`config.mk`:
```
export PLATFORM = sky130hd
export DESIGN_NAME = qasc_top
export DESIGN_NICKNAME = d
export VERILOG_FILES = /design/src/design/qasc_pkg.sv /design/src/design/qasc_top.sv /design/src/design/qasc_sync.sv /design/src/design/qasc_ram.sv
export SDC_FILE = /design/constraint.sdc
export NUM_CORES = 2
export LEC_CHECK = 0
export ABC_AREA = 1
export BUFFER_PORTS_ARGS = -buffer_cell sky130_fd_sc_hd__buf_2
export CORE_MARGIN = 3
export CORE_UTILIZATION = 38
export CTS_CLUSTER_DIAMETER = 60
export CTS_CLUSTER_SIZE = 40
export DETAILED_ROUTE_END_ITERATION = 16
export PLACE_DENSITY = 0.54
export SYNTH_ARGS = -nofsm -noshare
export SYNTH_HDL_FRONTEND = slang
export SYNTH_SLANG_ARGS = --single-unit
```
`constraint.sdc`:
```
create_clock -name mclk -period 7.3 [get_ports mclk]
set_clock_uncertainty 0.2 [all_clocks]
set_input_delay 0 -clock mclk [delete_from_list [all_inputs] [get_ports mclk]]
set_output_delay 0 -clock mclk [all_outputs]
set_load 0.005 [all_outputs]
```
`src/design/qasc_pkg.sv`:
```
// Shared constants and carrier types for the quad converter output control block.
// Assumes a single 200 MHz system clock; all pins arrive asynchronously to it.

package qasc_pkg;

  // ----------------------------------------------------------------
  // timing
  // ----------------------------------------------------------------
  localparam int          CLK_MHZ           = 200;
  localparam int          REF_SETTLE_US     = 132;
  localparam int          REF_SETTLE_CYCLES = REF_SETTLE_US * CLK_MHZ;
  localparam int          LAT_HALF_STEPS    = 13;
  localparam logic [3:0]  RD_BACK           = 4'((LAT_HALF_STEPS + 1) / 2);
  localparam logic [15:0] MIN_PERIOD        = 16'h000c;

  // ----------------------------------------------------------------
  // word layout
  // ----------------------------------------------------------------
  localparam int          NCH           = 4;
  localparam int          WORD_W        = 12;
  localparam logic [15:0] BITS_PER_WORD = 16'h000c;
  localparam logic [3:0]  LAST_BIT      = 4'hb;
  localparam logic [3:0]  HALF_WORD     = 4'h6;
  localparam logic [11:0] TEST_PATTERN  = 12'h0bd;
  localparam int          RAM_AW        = 4;
  localparam int          RAM_W         = NCH * WORD_W;

  // ----------------------------------------------------------------
  // register map
  // ----------------------------------------------------------------
  localparam int         ADDR_W       = 8;
  localparam logic [7:0] ADDR_CTRL    = 8'h00;
  localparam logic [7:0] ADDR_STATUS  = 8'h04;
  localparam logic [7:0] ADDR_PERIOD  = 8'h08;
  localparam int         CTRL_TEST    = 0;
  localparam logic       CTRL_RESET   = 1'h0;
  localparam int         ST_LOCKED    = 0;
  localparam int         ST_REF_READY = 1;
  localparam int         ST_GPD       = 2;
  localparam int         ST_REF_ON    = 3;
  localparam int         ST_PD_LSB    = 4;
  localparam int         ST_REF_MODE  = 8;
  localparam int         ST_STRAP_LSB = 12;
  localparam logic [1:0] RESP_OKAY    = 2'h0;
  localparam logic [1:0] RESP_SLVERR  = 2'h2;

  // ----------------------------------------------------------------
  // carriers
  // ----------------------------------------------------------------
  typedef struct packed {
    logic                       convClk;
    logic                       chan3_powerdown;
    logic                       chan2_powerdown;
    logic                       chan1_powerdown;
    logic                       chan0_powerdown;
    logic                       global_powerdown;
    logic                       formatBinary;
    logic                       ref_mode_select;
    logic                       pll_range_bit2;
    logic                       pll_range_bit1;
    logic                       pll_range_bit0;
    logic                       pll_factory_strap;
    logic [NCH-1:0][WORD_W-1:0] coreSample;
  } qasc_pins_t;

  typedef struct packed {
    logic              awvalid;
    logic [ADDR_W-1:0] awaddr;
    logic              wvalid;
    logic [31:0]       wdata;
    logic [3:0]        wstrb;
    logic              bready;
    logic              arvalid;
    logic [ADDR_W-1:0] araddr;
    logic              rready;
  } qasc_axi_req_t;

  typedef struct packed {
    logic        awready;
    logic        wready;
    logic        bvalid;
    logic [1:0]  bresp;
    logic        arready;
    logic        rvalid;
    logic [31:0] rdata;
    logic [1:0]  rresp;
  } qasc_axi_rsp_t;

  typedef struct packed {
    logic [NCH-1:0] dataOutPos;
    logic [NCH-1:0] dataOutNeg;
    logic           serial_clock_out_pos;
    logic           serial_clock_out_neg;
    logic           word_frame_out_pos;
    logic           word_frame_out_neg;
  } qasc_lvds_t;

endpackage

```
`src/design/qasc_top.sv`:
```
// Output control of a four-channel pipelined converter: sampling pipeline,
// format and power-down handling, six-times serial clock, frame and serializer.
// Assumes the conversion clock is a pin sampled by mclk, well below mclk/12,
// and software reaches the few control and status words over AXI4-Lite.
//
// Design decisions made here: the AXI4-Lite register port and the register addresses.
`timescale 1ns/100ps

module qasc_top #(
  parameter logic [15:0] REF_SETTLE = 16'(qasc_pkg::REF_SETTLE_CYCLES)
) (
  input  wire logic                    mclk,
  input  wire logic                    resetn,
  input  wire qasc_pkg::qasc_pins_t    pinsIn,
  input  wire qasc_pkg::qasc_axi_req_t axiReq,
  output qasc_pkg::qasc_axi_rsp_t      axiRsp,
  output qasc_pkg::qasc_lvds_t         lvdsOut,
  output logic                         refEnable
);
  import qasc_pkg::*;

  // ----------------------------------------------------------------
  // state
  // ----------------------------------------------------------------
  typedef struct packed {
    logic                       convPrev;
    logic [15:0]                periodCnt;
    logic [15:0]                period;
    logic                       locked;
    logic                       midDone;
    logic                       loadNext;
    logic [4:0]                 halfStep;
    logic [3:0]                 bitIdx;
    logic [15:0]                acc;
    logic                       serActive;
    logic [NCH-1:0][WORD_W-1:0] word;
    logic [15:0]                settleCnt;
    logic                       refReady;
    logic                       refEn;
    logic                       testPattern;
    logic                       awGot;
    logic                       wGot;
    logic [ADDR_W-1:0]          awAddr;
    logic [31:0]                wData;
    logic [3:0]                 wStrb;
    qasc_axi_rsp_t              rsp;
    qasc_lvds_t                 lvds;
  } qasc_top_t;

  qasc_top_t         s;
  qasc_top_t         n;
  qasc_pins_t        pins;
  logic              rise;
  logic [NCH-1:0]    pdVec;
  logic [15:0]       accSum;
  logic [WORD_W-1:0] w;
  logic [3:0]        bits;
  logic [31:0]       status;
  logic              ramWe;
  logic [RAM_AW-1:0] ramWaddr;
  logic [RAM_AW-1:0] ramRaddr;
  logic [RAM_W-1:0]  ramRdata;

  // ----------------------------------------------------------------
  // helpers
  // ----------------------------------------------------------------
  // pins swing both ways of a differential pair
  function automatic qasc_lvds_t drive(input logic [3:0] d, input logic c, input logic f);
    qasc_lvds_t o;
    o.dataOutPos           = d;
    o.dataOutNeg           = ~d;
    o.serial_clock_out_pos = c;
    o.serial_clock_out_neg = ~c;
    o.word_frame_out_pos   = f;
    o.word_frame_out_neg   = ~f;
    return o;
  endfunction

  // offset binary is two's complement with the sign bit flipped
  function automatic logic [WORD_W-1:0] encode(input logic [WORD_W-1:0] x,
                                               input logic bin);
    return bin ? {~x[WORD_W-1], x[WORD_W-2:0]} : x;
  endfunction

  // registers sit on aligned words; low address bits are ignored
  function automatic logic regAt(input logic [ADDR_W-1:0] a, input logic [ADDR_W-1:0] off);
    return a[ADDR_W-1:2] == off[ADDR_W-1:2];
  endfunction

  // periods within one mclk of each other count as stable
  function automatic logic near(input logic [15:0] a, input logic [15:0] b);
    return (a == b) || (16'(a + 16'h0001) == b) || (a == 16'(b + 16'h0001));
  endfunction

  // ----------------------------------------------------------------
  // pin synchroniser and sample memory
  // ----------------------------------------------------------------
  // core words only change away from the sampling edge and are captured on
  // it, so a plain bundle synchroniser is safe for them
  qasc_sync #(
    .W ($bits(qasc_pins_t))
  ) u_sync (
    .mclk   (mclk),
    .resetn (resetn),
    .d      (pinsIn),
    .q      (pins)
  );

  qasc_ram u_ram (
    .mclk   (mclk),
    .resetn (resetn),
    .we     (ramWe),
    .waddr  (ramWaddr),
    .wdata  (pins.coreSample),
    .raddr  (ramRaddr),
    .rdata  (ramRdata)
  );

  // ----------------------------------------------------------------
  // next state
  // ----------------------------------------------------------------
  always_comb begin
    n          = s;
    n.loadNext = 1'b0;
    rise       = pins.convClk & ~s.convPrev;
    pdVec      = {pins.chan3_powerdown, pins.chan2_powerdown,
                  pins.chan1_powerdown, pins.chan0_powerdown}
                 | {NCH{pins.global_powerdown}};
    accSum     = 16'(s.acc + BITS_PER_WORD);
    w          = '0;
    bits       = '0;
    ramWe      = 1'b0;
    ramWaddr   = s.halfStep[4:1];
    ramRaddr   = 4'(s.halfStep[4:1] - RD_BACK);
    n.convPrev = pins.convClk;

    // rising conversion edge: capture all four channels together
    if (rise) begin
      n.period    = 16'(s.periodCnt + 16'h0001);
      n.periodCnt = '0;
      n.locked    = near(n.period, s.period) && (n.period >= MIN_PERIOD);
      n.midDone   = 1'b0;
      ramWe       = 1'b1;
      n.halfStep  = {4'(s.halfStep[4:1] + 4'h1), 1'b0};
    end else if (s.periodCnt != 16'hffff) begin
      n.periodCnt = 16'(s.periodCnt + 16'h0001);
    end else begin
      // conversion clock has stopped
      n.locked = 1'b0;
    end

    // second half step placed at half the measured period, not at the
    // falling pin edge, so the input duty cycle does not matter
    if (!rise && !s.midDone && s.locked && (s.periodCnt == {1'b0, s.period[15:1]})) begin
      n.midDone  = 1'b1;
      n.halfStep = s.halfStep | 5'h01;
      n.loadNext = 1'b1;
    end

    // serializer: one slot per period/12 by a fractional accumulator
    if (s.loadNext) begin
      for (int i = 0; i < NCH; i++) begin
        w = s.testPattern ? TEST_PATTERN
                          : encode(ramRdata[i*WORD_W +: WORD_W], pins.formatBinary);
        if (pdVec[i]) begin
          w = '0;
        end
        n.word[i] = w;
        bits[i]   = w[0];
      end
      n.serActive = s.locked & ~pins.global_powerdown;
      n.bitIdx    = '0;
      n.acc       = '0;
      // frame and clock rise with the first bit of the new word
      n.lvds      = n.serActive ? drive(bits, 1'b1, 1'b1) : drive(4'h0, 1'b0, 1'b0);
    end else if (s.serActive && (s.bitIdx != LAST_BIT)) begin
      if (accSum >= s.period) begin
        n.acc    = 16'(accSum - s.period);
        n.bitIdx = 4'(s.bitIdx + 4'h1);
        for (int i = 0; i < NCH; i++) begin
          n.word[i] = {1'b0, s.word[i][WORD_W-1:1]};
          bits[i]   = n.word[i][0];
        end
        // one clock toggle per bit: six clock periods per word
        n.lvds = drive(bits, ~s.lvds.serial_clock_out_pos,
                       n.bitIdx < HALF_WORD);
      end else begin
        n.acc = accSum;
      end
    end

    // global power-down stops every channel at once
    if (pins.global_powerdown) begin
      n.serActive = 1'b0;
      n.lvds      = drive(4'h0, 1'b0, 1'b0);
    end

    // reference enable and settling count
    if (pins.global_powerdown) begin
      n.refEn     = 1'b0;
      n.refReady  = 1'b0;
      n.settleCnt = '0;
    end else begin
      n.refEn = 1'b1;
      if (s.settleCnt >= 16'(REF_SETTLE - 16'h0001)) begin
        n.refReady = 1'b1;
      end else begin
        n.settleCnt = 16'(s.settleCnt + 16'h0001);
      end
    end

    // ----------------------------------------------------------------
    // axi4-lite write
    // ----------------------------------------------------------------
    if (s.rsp.awready && axiReq.awvalid) begin
      n.awGot  = 1'b1;
      n.awAddr = axiReq.awaddr;
    end
    if (s.rsp.wready && axiReq.wvalid) begin
      n.wGot  = 1'b1;
      n.wData = axiReq.wdata;
      n.wStrb = axiReq.wstrb;
    end
    if (s.rsp.bvalid && axiReq.bready) begin
      n.rsp.bvalid = 1'b0;
    end
    if (s.awGot && s.wGot && !s.rsp.bvalid) begin
      n.awGot      = 1'b0;
      n.wGot       = 1'b0;
      n.rsp.bvalid = 1'b1;
      n.rsp.bresp  = RESP_SLVERR;
      if (regAt(s.awAddr, ADDR_CTRL)) begin
        n.rsp.bresp = RESP_OKAY;
        if (s.wStrb[0]) begin
          n.testPattern = s.wData[CTRL_TEST];
        end
      end
    end
    n.rsp.awready = ~n.awGot & ~n.rsp.bvalid;
    n.rsp.wready  = ~n.wGot & ~n.rsp.bvalid;

    // ----------------------------------------------------------------
    // axi4-lite read
    // ----------------------------------------------------------------
    status                                   = '0;
    status[ST_LOCKED]                        = s.locked;
    status[ST_REF_READY]                     = s.refReady;
    status[ST_GPD]                           = pins.global_powerdown;
    status[ST_REF_ON]                        = s.refEn;
    status[ST_PD_LSB +: NCH]                 = pdVec;
    status[ST_REF_MODE]                      = pins.ref_mode_select;
    status[ST_STRAP_LSB +: 4]                = {pins.pll_range_bit2, pins.pll_range_bit1,
                                                pins.pll_range_bit0, pins.pll_factory_strap};
    if (s.rsp.rvalid && axiReq.rready) begin
      n.rsp.rvalid = 1'b0;
    end
    if (s.rsp.arready && axiReq.arvalid) begin
      n.rsp.rvalid = 1'b1;
      n.rsp.rresp  = RESP_OKAY;
      if (regAt(axiReq.araddr, ADDR_CTRL)) begin
        n.rsp.rdata = {31'h0, s.testPattern};
      end else if (regAt(axiReq.araddr, ADDR_STATUS)) begin
        n.rsp.rdata = status;
      end else if (regAt(axiReq.araddr, ADDR_PERIOD)) begin
        n.rsp.rdata = {16'h0, s.period};
      end else begin
        n.rsp.rdata = '0;
        n.rsp.rresp = RESP_SLVERR;
      end
    end
    n.rsp.arready = ~n.rsp.rvalid;
  end

  // ----------------------------------------------------------------
  // registers
  // ----------------------------------------------------------------
  always_ff @(posedge mclk) begin
    if (!resetn) begin
      s             <= '0;
      s.testPattern <= CTRL_RESET;
    end else begin
      s <= n;
    end
  end

  assign axiRsp    = s.rsp;
  assign lvdsOut   = s.lvds;
  assign refEnable = s.refEn;
endmodule

```
`src/design/qasc_sync.sv`:
```
// Two-flop synchroniser for a bundle of asynchronous pin levels.
// Assumes each bit is a level held far longer than one mclk period.
`timescale 1ns/100ps

module qasc_sync #(
  parameter int W = 1
) (
  input  wire logic         mclk,
  input  wire logic         resetn,
  input  wire logic [W-1:0] d,
  output logic [W-1:0]      q
);
  typedef struct packed {
    logic [W-1:0] s1;
    logic [W-1:0] s2;
  } qasc_sync_t;

  qasc_sync_t s;
  qasc_sync_t n;

  // first stage feeds the second stage only
  always_comb begin
    n    = s;
    n.s1 = d;
    n.s2 = s.s1;
  end

  always_ff @(posedge mclk) begin
    if (!resetn) begin
      s <= '0;
    end else begin
      s <= n;
    end
  end

  assign q = s.s2;
endmodule

```
`src/design/qasc_ram.sv`:
```
// Sample delay memory: one write and one read port, read data registered.
// Assumes write and read addresses differ whenever both are used.
`timescale 1ns/100ps

module qasc_ram
  import qasc_pkg::*;
(
  input  wire logic              mclk,
  input  wire logic              resetn,
  input  wire logic              we,
  input  wire logic [RAM_AW-1:0] waddr,
  input  wire logic [RAM_W-1:0]  wdata,
  input  wire logic [RAM_AW-1:0] raddr,
  output logic [RAM_W-1:0]       rdata
);
  typedef struct packed {
    logic [(1<<RAM_AW)-1:0][RAM_W-1:0] mem;
    logic [RAM_W-1:0]                  rd;
  } qasc_ram_t;

  qasc_ram_t s;
  qasc_ram_t n;

  always_comb begin
    n    = s;
    n.rd = s.mem[raddr];
    if (we) begin
      n.mem[waddr] = wdata;
    end
  end

  always_ff @(posedge mclk) begin
    if (!resetn) begin
      s <= '0;
    end else begin
      s <= n;
    end
  end

  assign rdata = s.rd;
endmodule

```
* After elaboration in Yosys (flattened, before gate mapping)
Cells that the tools add are included.
** Storage, ports and cells
- Flip-flop bits (word level) :: 1129
- Bits in latches :: 0
- RAM bits :: 0
- ROM bits :: 0
- Input port bits :: 119
- Output and inout bits :: 54
- Word-level logic and storage cells :: 186
- Memories :: 0
** Cells by class
- Add/subtract/negate cells :: 9
- Multipliers :: 0
- Divide/modulo/power cells :: 0
- Magnitude comparators :: 7
- Eq/ne operators :: 9
- Shift operators :: 0
- Multiplexer cells :: 51
- Bitwise gates (word level) :: 21
- Reduce and logical (&&, ||, !) cells :: 33
** Operators by type and width (number)
- $bwmux 768 :: 1
- $mux 12 :: 20
- $mux 48 :: 5
- $bmux 48 s4 :: 1
- $demux 48 s4 :: 1
- $add 16x1->16 const B :: 4
- $mux 16 :: 4
- $eq 16x16->1 :: 3
- $mux 35 :: 1
- $add 16x4->16 const B :: 1
- $eq 16x15->1 :: 1
- $ge 16x15->1 const B :: 1
- $ge 16x16->1 :: 1
- $ge 16x4->1 const B :: 1
- $ne 16x16->1 const B :: 1
- $sub 16x16->16 :: 1
- $not 1->1 :: 14
- $logic_and 1x1->1 :: 13
- $logic_not 6->1 :: 2
- $lt 4x5->1 const B :: 2
- $mux 2 :: 5
- $mux 1 :: 9
- $add 4x1->4 const B :: 2
- $mux 8 :: 1
- 20 further kinds :: 35

* Longest topological paths before layout
- Depth after elaboration :: 9
- Depth in mapped cells :: 22
- Mapped depth without buffers :: 21

* Modules after synthesis
Synthesis repeated with hierarchy kept, for this count alone.
** Second synthesis, totals
- Cells, all modules :: 7042
- Area, all modules :: 49527.5 um^2
** By module, submodules not included
- qasc_ram :: times used 1, cells an instance 5154, area an instance 35955.7 um^2
- qasc_top :: times used 1, cells an instance 1515, area an instance 10138.5 um^2
- qasc_sync :: times used 1, cells an instance 373, area an instance 3433.3 um^2

* Worst setup path before layout
Ideal clock, no wire load.
- Kind :: reg2reg
- Start :: register s[169] (netlist name)
- End :: register s[124] (netlist name)
- Arrival time :: 2.945 ns
- Data required time :: 7.009 ns
- Slack :: 4.064 ns
- Stages on the path, launching flop included :: 22
- Cell sequence :: dfxtp_1 inv_1 ha_1 nor2_1 nand2_1 nor2_1 nand3_1 nor2_1 nand2_1 xor2_1 inv_1 ha_1 nand2_1 nor3_1 nand3_1 nand3_2 nand2_2 nand2_1 buf_4 buf_4 nor2_1 a311oi_1
** On the way
- Cells in the longest elaborated chain, start to end :: 4
** RTL lines
- from (decl) :: line qasc_top.sv:50 : qasc_top_t s;
- from (signal assigned) :: line qasc_top.sv:282 : s <= n;
- $add 16x4->16 :: line qasc_top.sv:129 : accSum = 16'(s.acc + BITS_PER_WORD);
- $ge 16x16->1 :: line qasc_top.sv:177 : if (accSum >= s.period) begin
- $reduce_bool 2->1 (no line)
- $reduce_and 2->1 (no line)
No other way between the ends.
A chain may end at the register's enable or synchronous reset.

* Worst setup path after layout
- Start :: register s[169] (netlist name)
- End :: register s[150] (netlist name)
Same word-level chain as after synthesis.

==> impl_metrics.env <==
export IMPL_layout_nets=6699
export IMPL_port_buffers=116
export IMPL_required_ns=7.69
export IMPL_worstMarginPinSlew_ns=1.21
export IMPL_antenna_violations_before_repair=5
export IMPL_grt_pass1_vias=40000
export IMPL_floorplan_die_area_mm2=0.129
export IMPL_clkSlewWorstSetupHoldPaths_ns=0.07
export IMPL_crit_path_end_kind="flip-flop"
export IMPL_cts_sinks=1105
export IMPL_drt_wl_total_um=163000
export IMPL_grtUsageMet2_pct=39.0
export IMPL_ys_async_sr_fraction_pct=0
export IMPL_design_core_area_mm2=0.124
export IMPL_regToRegStartpoint="s[169]$_SDFFE_PP0P_"
export IMPL_clkLatencyLatePin_ns=0.74
export IMPL_start_util_pct=38.4
export IMPL_status="complete, no violations"
export IMPL_vias=43800
export IMPL_cts_hold_repair_buffers=174
export IMPL_critical_path_max_fanout=57
export IMPL_count_of_flip_flops_with_a_built_in_enable_after_synthesis=0
export IMPL_syn_cell_area_mm2=0.0476
export IMPL_grt_first_pass_wirelength_um=247000
export IMPL_synth_cells=6648
export IMPL_cts_htree_levels=3
export IMPL_p_per_area_mw_per_mm2=295
export IMPL_hold_path_class="reg -> reg"
export IMPL_tns_ns=0
export IMPL_area_delta_synth_final_pct=14.4
export IMPL_cts_tree="yes"
export IMPL_clock_fmax_mhz=194
export IMPL_postCtsResizedCells=0
export IMPL_final_antenna_net_count=0
export IMPL_rsz_0062_raised_after_global_routing="false"
export IMPL_irDropWorstVdd_mv=0.273
export IMPL_ys_flop_type="dfxtp_1"
export IMPL_synth_seq_cells=1105
export IMPL_routed_via_density=5.28
export IMPL_setup_fix_bufs_post_cts=0
export IMPL_hold_violations=0
export IMPL_fillers=12700
export IMPL_drv_cap=0
export IMPL_gr_usage_all_layers_pct=24.2
export IMPL_gp_congestion=0.899
export IMPL_worstSetupPathType="reg -> reg"
export IMPL_synth_yosys_seq_area_share_pct=46.5
export IMPL_post_layout_total_power_mw=16.0
export IMPL_grt_busiest_layer="met2"
export IMPL_grt_start_max_net_pins=229
export IMPL_proportion_of_layout_cells_with_a_drive_suffix_above_1_pct=7.14
export IMPL_cts_root_to_sink_buffers=3
export IMPL_synthesis_yosys_warnings=0
export IMPL_hold_path_startpoint="u_sync.n[11]$_SDFF_PN0_"
export IMPL_cts_root_buf="clkbuf_16"
export IMPL_crit_arrival_ns=5.54
export IMPL_globalRoute_totalOverflow=0
export IMPL_dr_pass1_iters=8
export IMPL_floorplan_die_height_um=360
export IMPL_layout_worst_path_cycle_share_pct=70.6
export IMPL_timing_critical_path_from_type="flip-flop"
export IMPL_slew_headroom_pct=19.1
export IMPL_dr_wl_cell_um=19.7
export IMPL_final_max_slew_violation_count=0
export IMPL_drt_drc_violations_left=0
export IMPL_globalRouteMet1Util_pct=33.7
export IMPL_setup_viol=0
export IMPL_top_level_ports=173
export IMPL_crit_start="s[169]$_SDFFE_PP0P_"
export IMPL_p_leak_nw=23.3
export IMPL_globalRouteMet3Util_pct=3.32
export IMPL_number_of_clock_buffers_inserted_by_tritoncts=112
export IMPL_synthesis_area_per_instance_um2=7.15
export IMPL_drt_iter0_drc=4849
export IMPL_die_w_um=360
export IMPL_period_needed_ns=5.15
export IMPL_yosysUniqueCellTypes=49
export IMPL_half_perimeter_wire_length_after_placement_um=88300
export IMPL_core_rowCount=129
## power breakdown
| part | internal, mW | leakage [nW] | switching [mW] |
|---|---|---|---|
| combinational | 1.04 | 12.4 | 2.18 |
| sequential | 6.22 | 8.94 | 0.185 |
| clock | 3.63 | 2.01 | 2.78 |
| total | 10.9 | 23.3 | 5.15 |
## layout by cell type, fill, tap and decap left out, types with 14 or more instances in the layout
cell type / n
ha_1: 25
nand3_1: 295
nand2_1: 544
nor3_1: 33
inv_6: 17
o22ai_1: 31
dfxtp_1: 1104
bufinv_16: 17
dlygate4sd3_1: 174
xor2_1: 32
nor2_1: 1403
clkbuf_16: 112
buf_2: 115
o21ai_1: 25
clkinv_2: 16
o211ai_1: 99
a211oi_1: 18
conb_1: 18
inv_1: 521
nor2_4: 14
nand4_1: 25
o21ai_0: 1126
o221ai_1: 71
a21oi_1: 554
buf_4: 62
inv_2: 19
## cell usage after synthesis, types with 4 or more instances
cell / count / share of area [%]
a211oi_1: 18 / 0.28
a21oi_1: 554 / 5.8
a22o_1: 8 / 0.15
a311oi_1: 12 / 0.22
buf_1: 59 / 0.47
buf_2: 44 / 0.46
buf_4: 55 / 0.87
clkbuf_1: 424 / 3.3
clkinv_1: 11 / 0.087
dfxtp_1: 1105 / 47
ha_1: 26 / 0.68
inv_1: 531 / 4.2
inv_2: 14 / 0.11
nand2_1: 545 / 4.3
nand2_2: 12 / 0.16
nand2_4: 5 / 0.12
nand3_1: 295 / 3.1
nand3_2: 5 / 0.11
nand4_1: 25 / 0.33
nor2_1: 1419 / 11
nor2_2: 4 / 0.053
nor2_4: 6 / 0.14
nor3_1: 33 / 0.35
nor4_1: 6 / 0.079
o211ai_1: 99 / 1.6
o21ai_0: 1127 / 12
o21ai_1: 24 / 0.25
o221ai_1: 71 / 1.3
o22ai_1: 31 / 0.41
or2_2: 5 / 0.066
xnor2_1: 13 / 0.24
xor2_1: 34 / 0.63
## registers in the layout, indices dropped and copies added, names as in the netlist
signal,count
u_sync.n,60
lvdsOut,12
u_sync.q,60
ramWaddr,4
axiRsp,23
u_ram.rdata,48
u_ram.s,768
s,129
refEnable,1
## final timing paths
path / to / slack [ns] / cells past startpoint
min reg2reg: u_sync.q[11]$_SDFF_PN0_ / 0.20 / 2
max: s[150]$_SDFFE_PN0P_ / 2.15 / 21
min: u_sync.q[11]$_SDFF_PN0_ / 0.20 / 2
max reg2reg: s[150]$_SDFFE_PN0P_ / 2.15 / 21
## layer usage
layer,vias to the layer above,wire [um]
li1,21600,-
met1,20500,74700
met2,1430,73400
met3,280,10400
met4,0,4550
met5,-,0
## logic make-up (layout without fill, tap and decap cells)
group	Yosys count	in the layout	share of synthesized area, %
xor+xnor	47	47	0.866
buf+inv	1138	1122	9.53
compound gates	1967	1967	22.3
fa+ha+maj	27	27	0.726
flops	1105	1105	46.5
other cells	1	20	0.00789
simple gates	2363	2363	20.1
## layout make-up
cell class | instances | area [um2] | share of cell area, %
sequential | 1105 | 22100 | 40.7
multi-input combinational | 4422 | 21100 | 38.8
clock buffer | 134 | 3000 | 5.51
timing repair buffer | 356 | 2880 | 5.29
inverter | 556 | 2110 | 3.87
tap | 1637 | 2050 | 3.76
clock inverter | 76 | 1150 | 2.12
antenna | 2 | 5.00 | 0.00920
## metrics by stage
step	setup slack [ns]	instances	util [%]	instance area, um2	hold slack [ns]
2_1_floorplan	4.06	6665	-	47600	-0.102
3_3_place_gp	2.23	7902	39.1	48500	-0.0181
3_5_place_dp	2.19	7902	39.1	48500	-0.0160
4_1_cts	2.17	8286	43.9	54400	0.165
5_1_grt	1.58	8286	43.9	54400	0.229
6_report	2.15	8288	43.9	54400	0.203
## critical path, cell delays in order, from the launching register on
cell,delay (ns)
dfxtp_1,0.32
inv_1,0.08
ha_1,0.23
nor2_1,0.11
nand2_1,0.09
nor2_1,0.15
nand3_1,0.14
nor2_1,0.16
nand2_1,0.08
xor2_1,0.20
inv_1,0.07
ha_1,0.38
nand2_1,0.09
nor3_1,0.26
nand3_1,0.12
nand3_2,0.35
nand2_2,0.16
nand2_2,0.08
buf_4,0.57
inv_2,0.64
o21ai_0,0.41
a21oi_1,0.07
(Power assumes the default switching activity.)
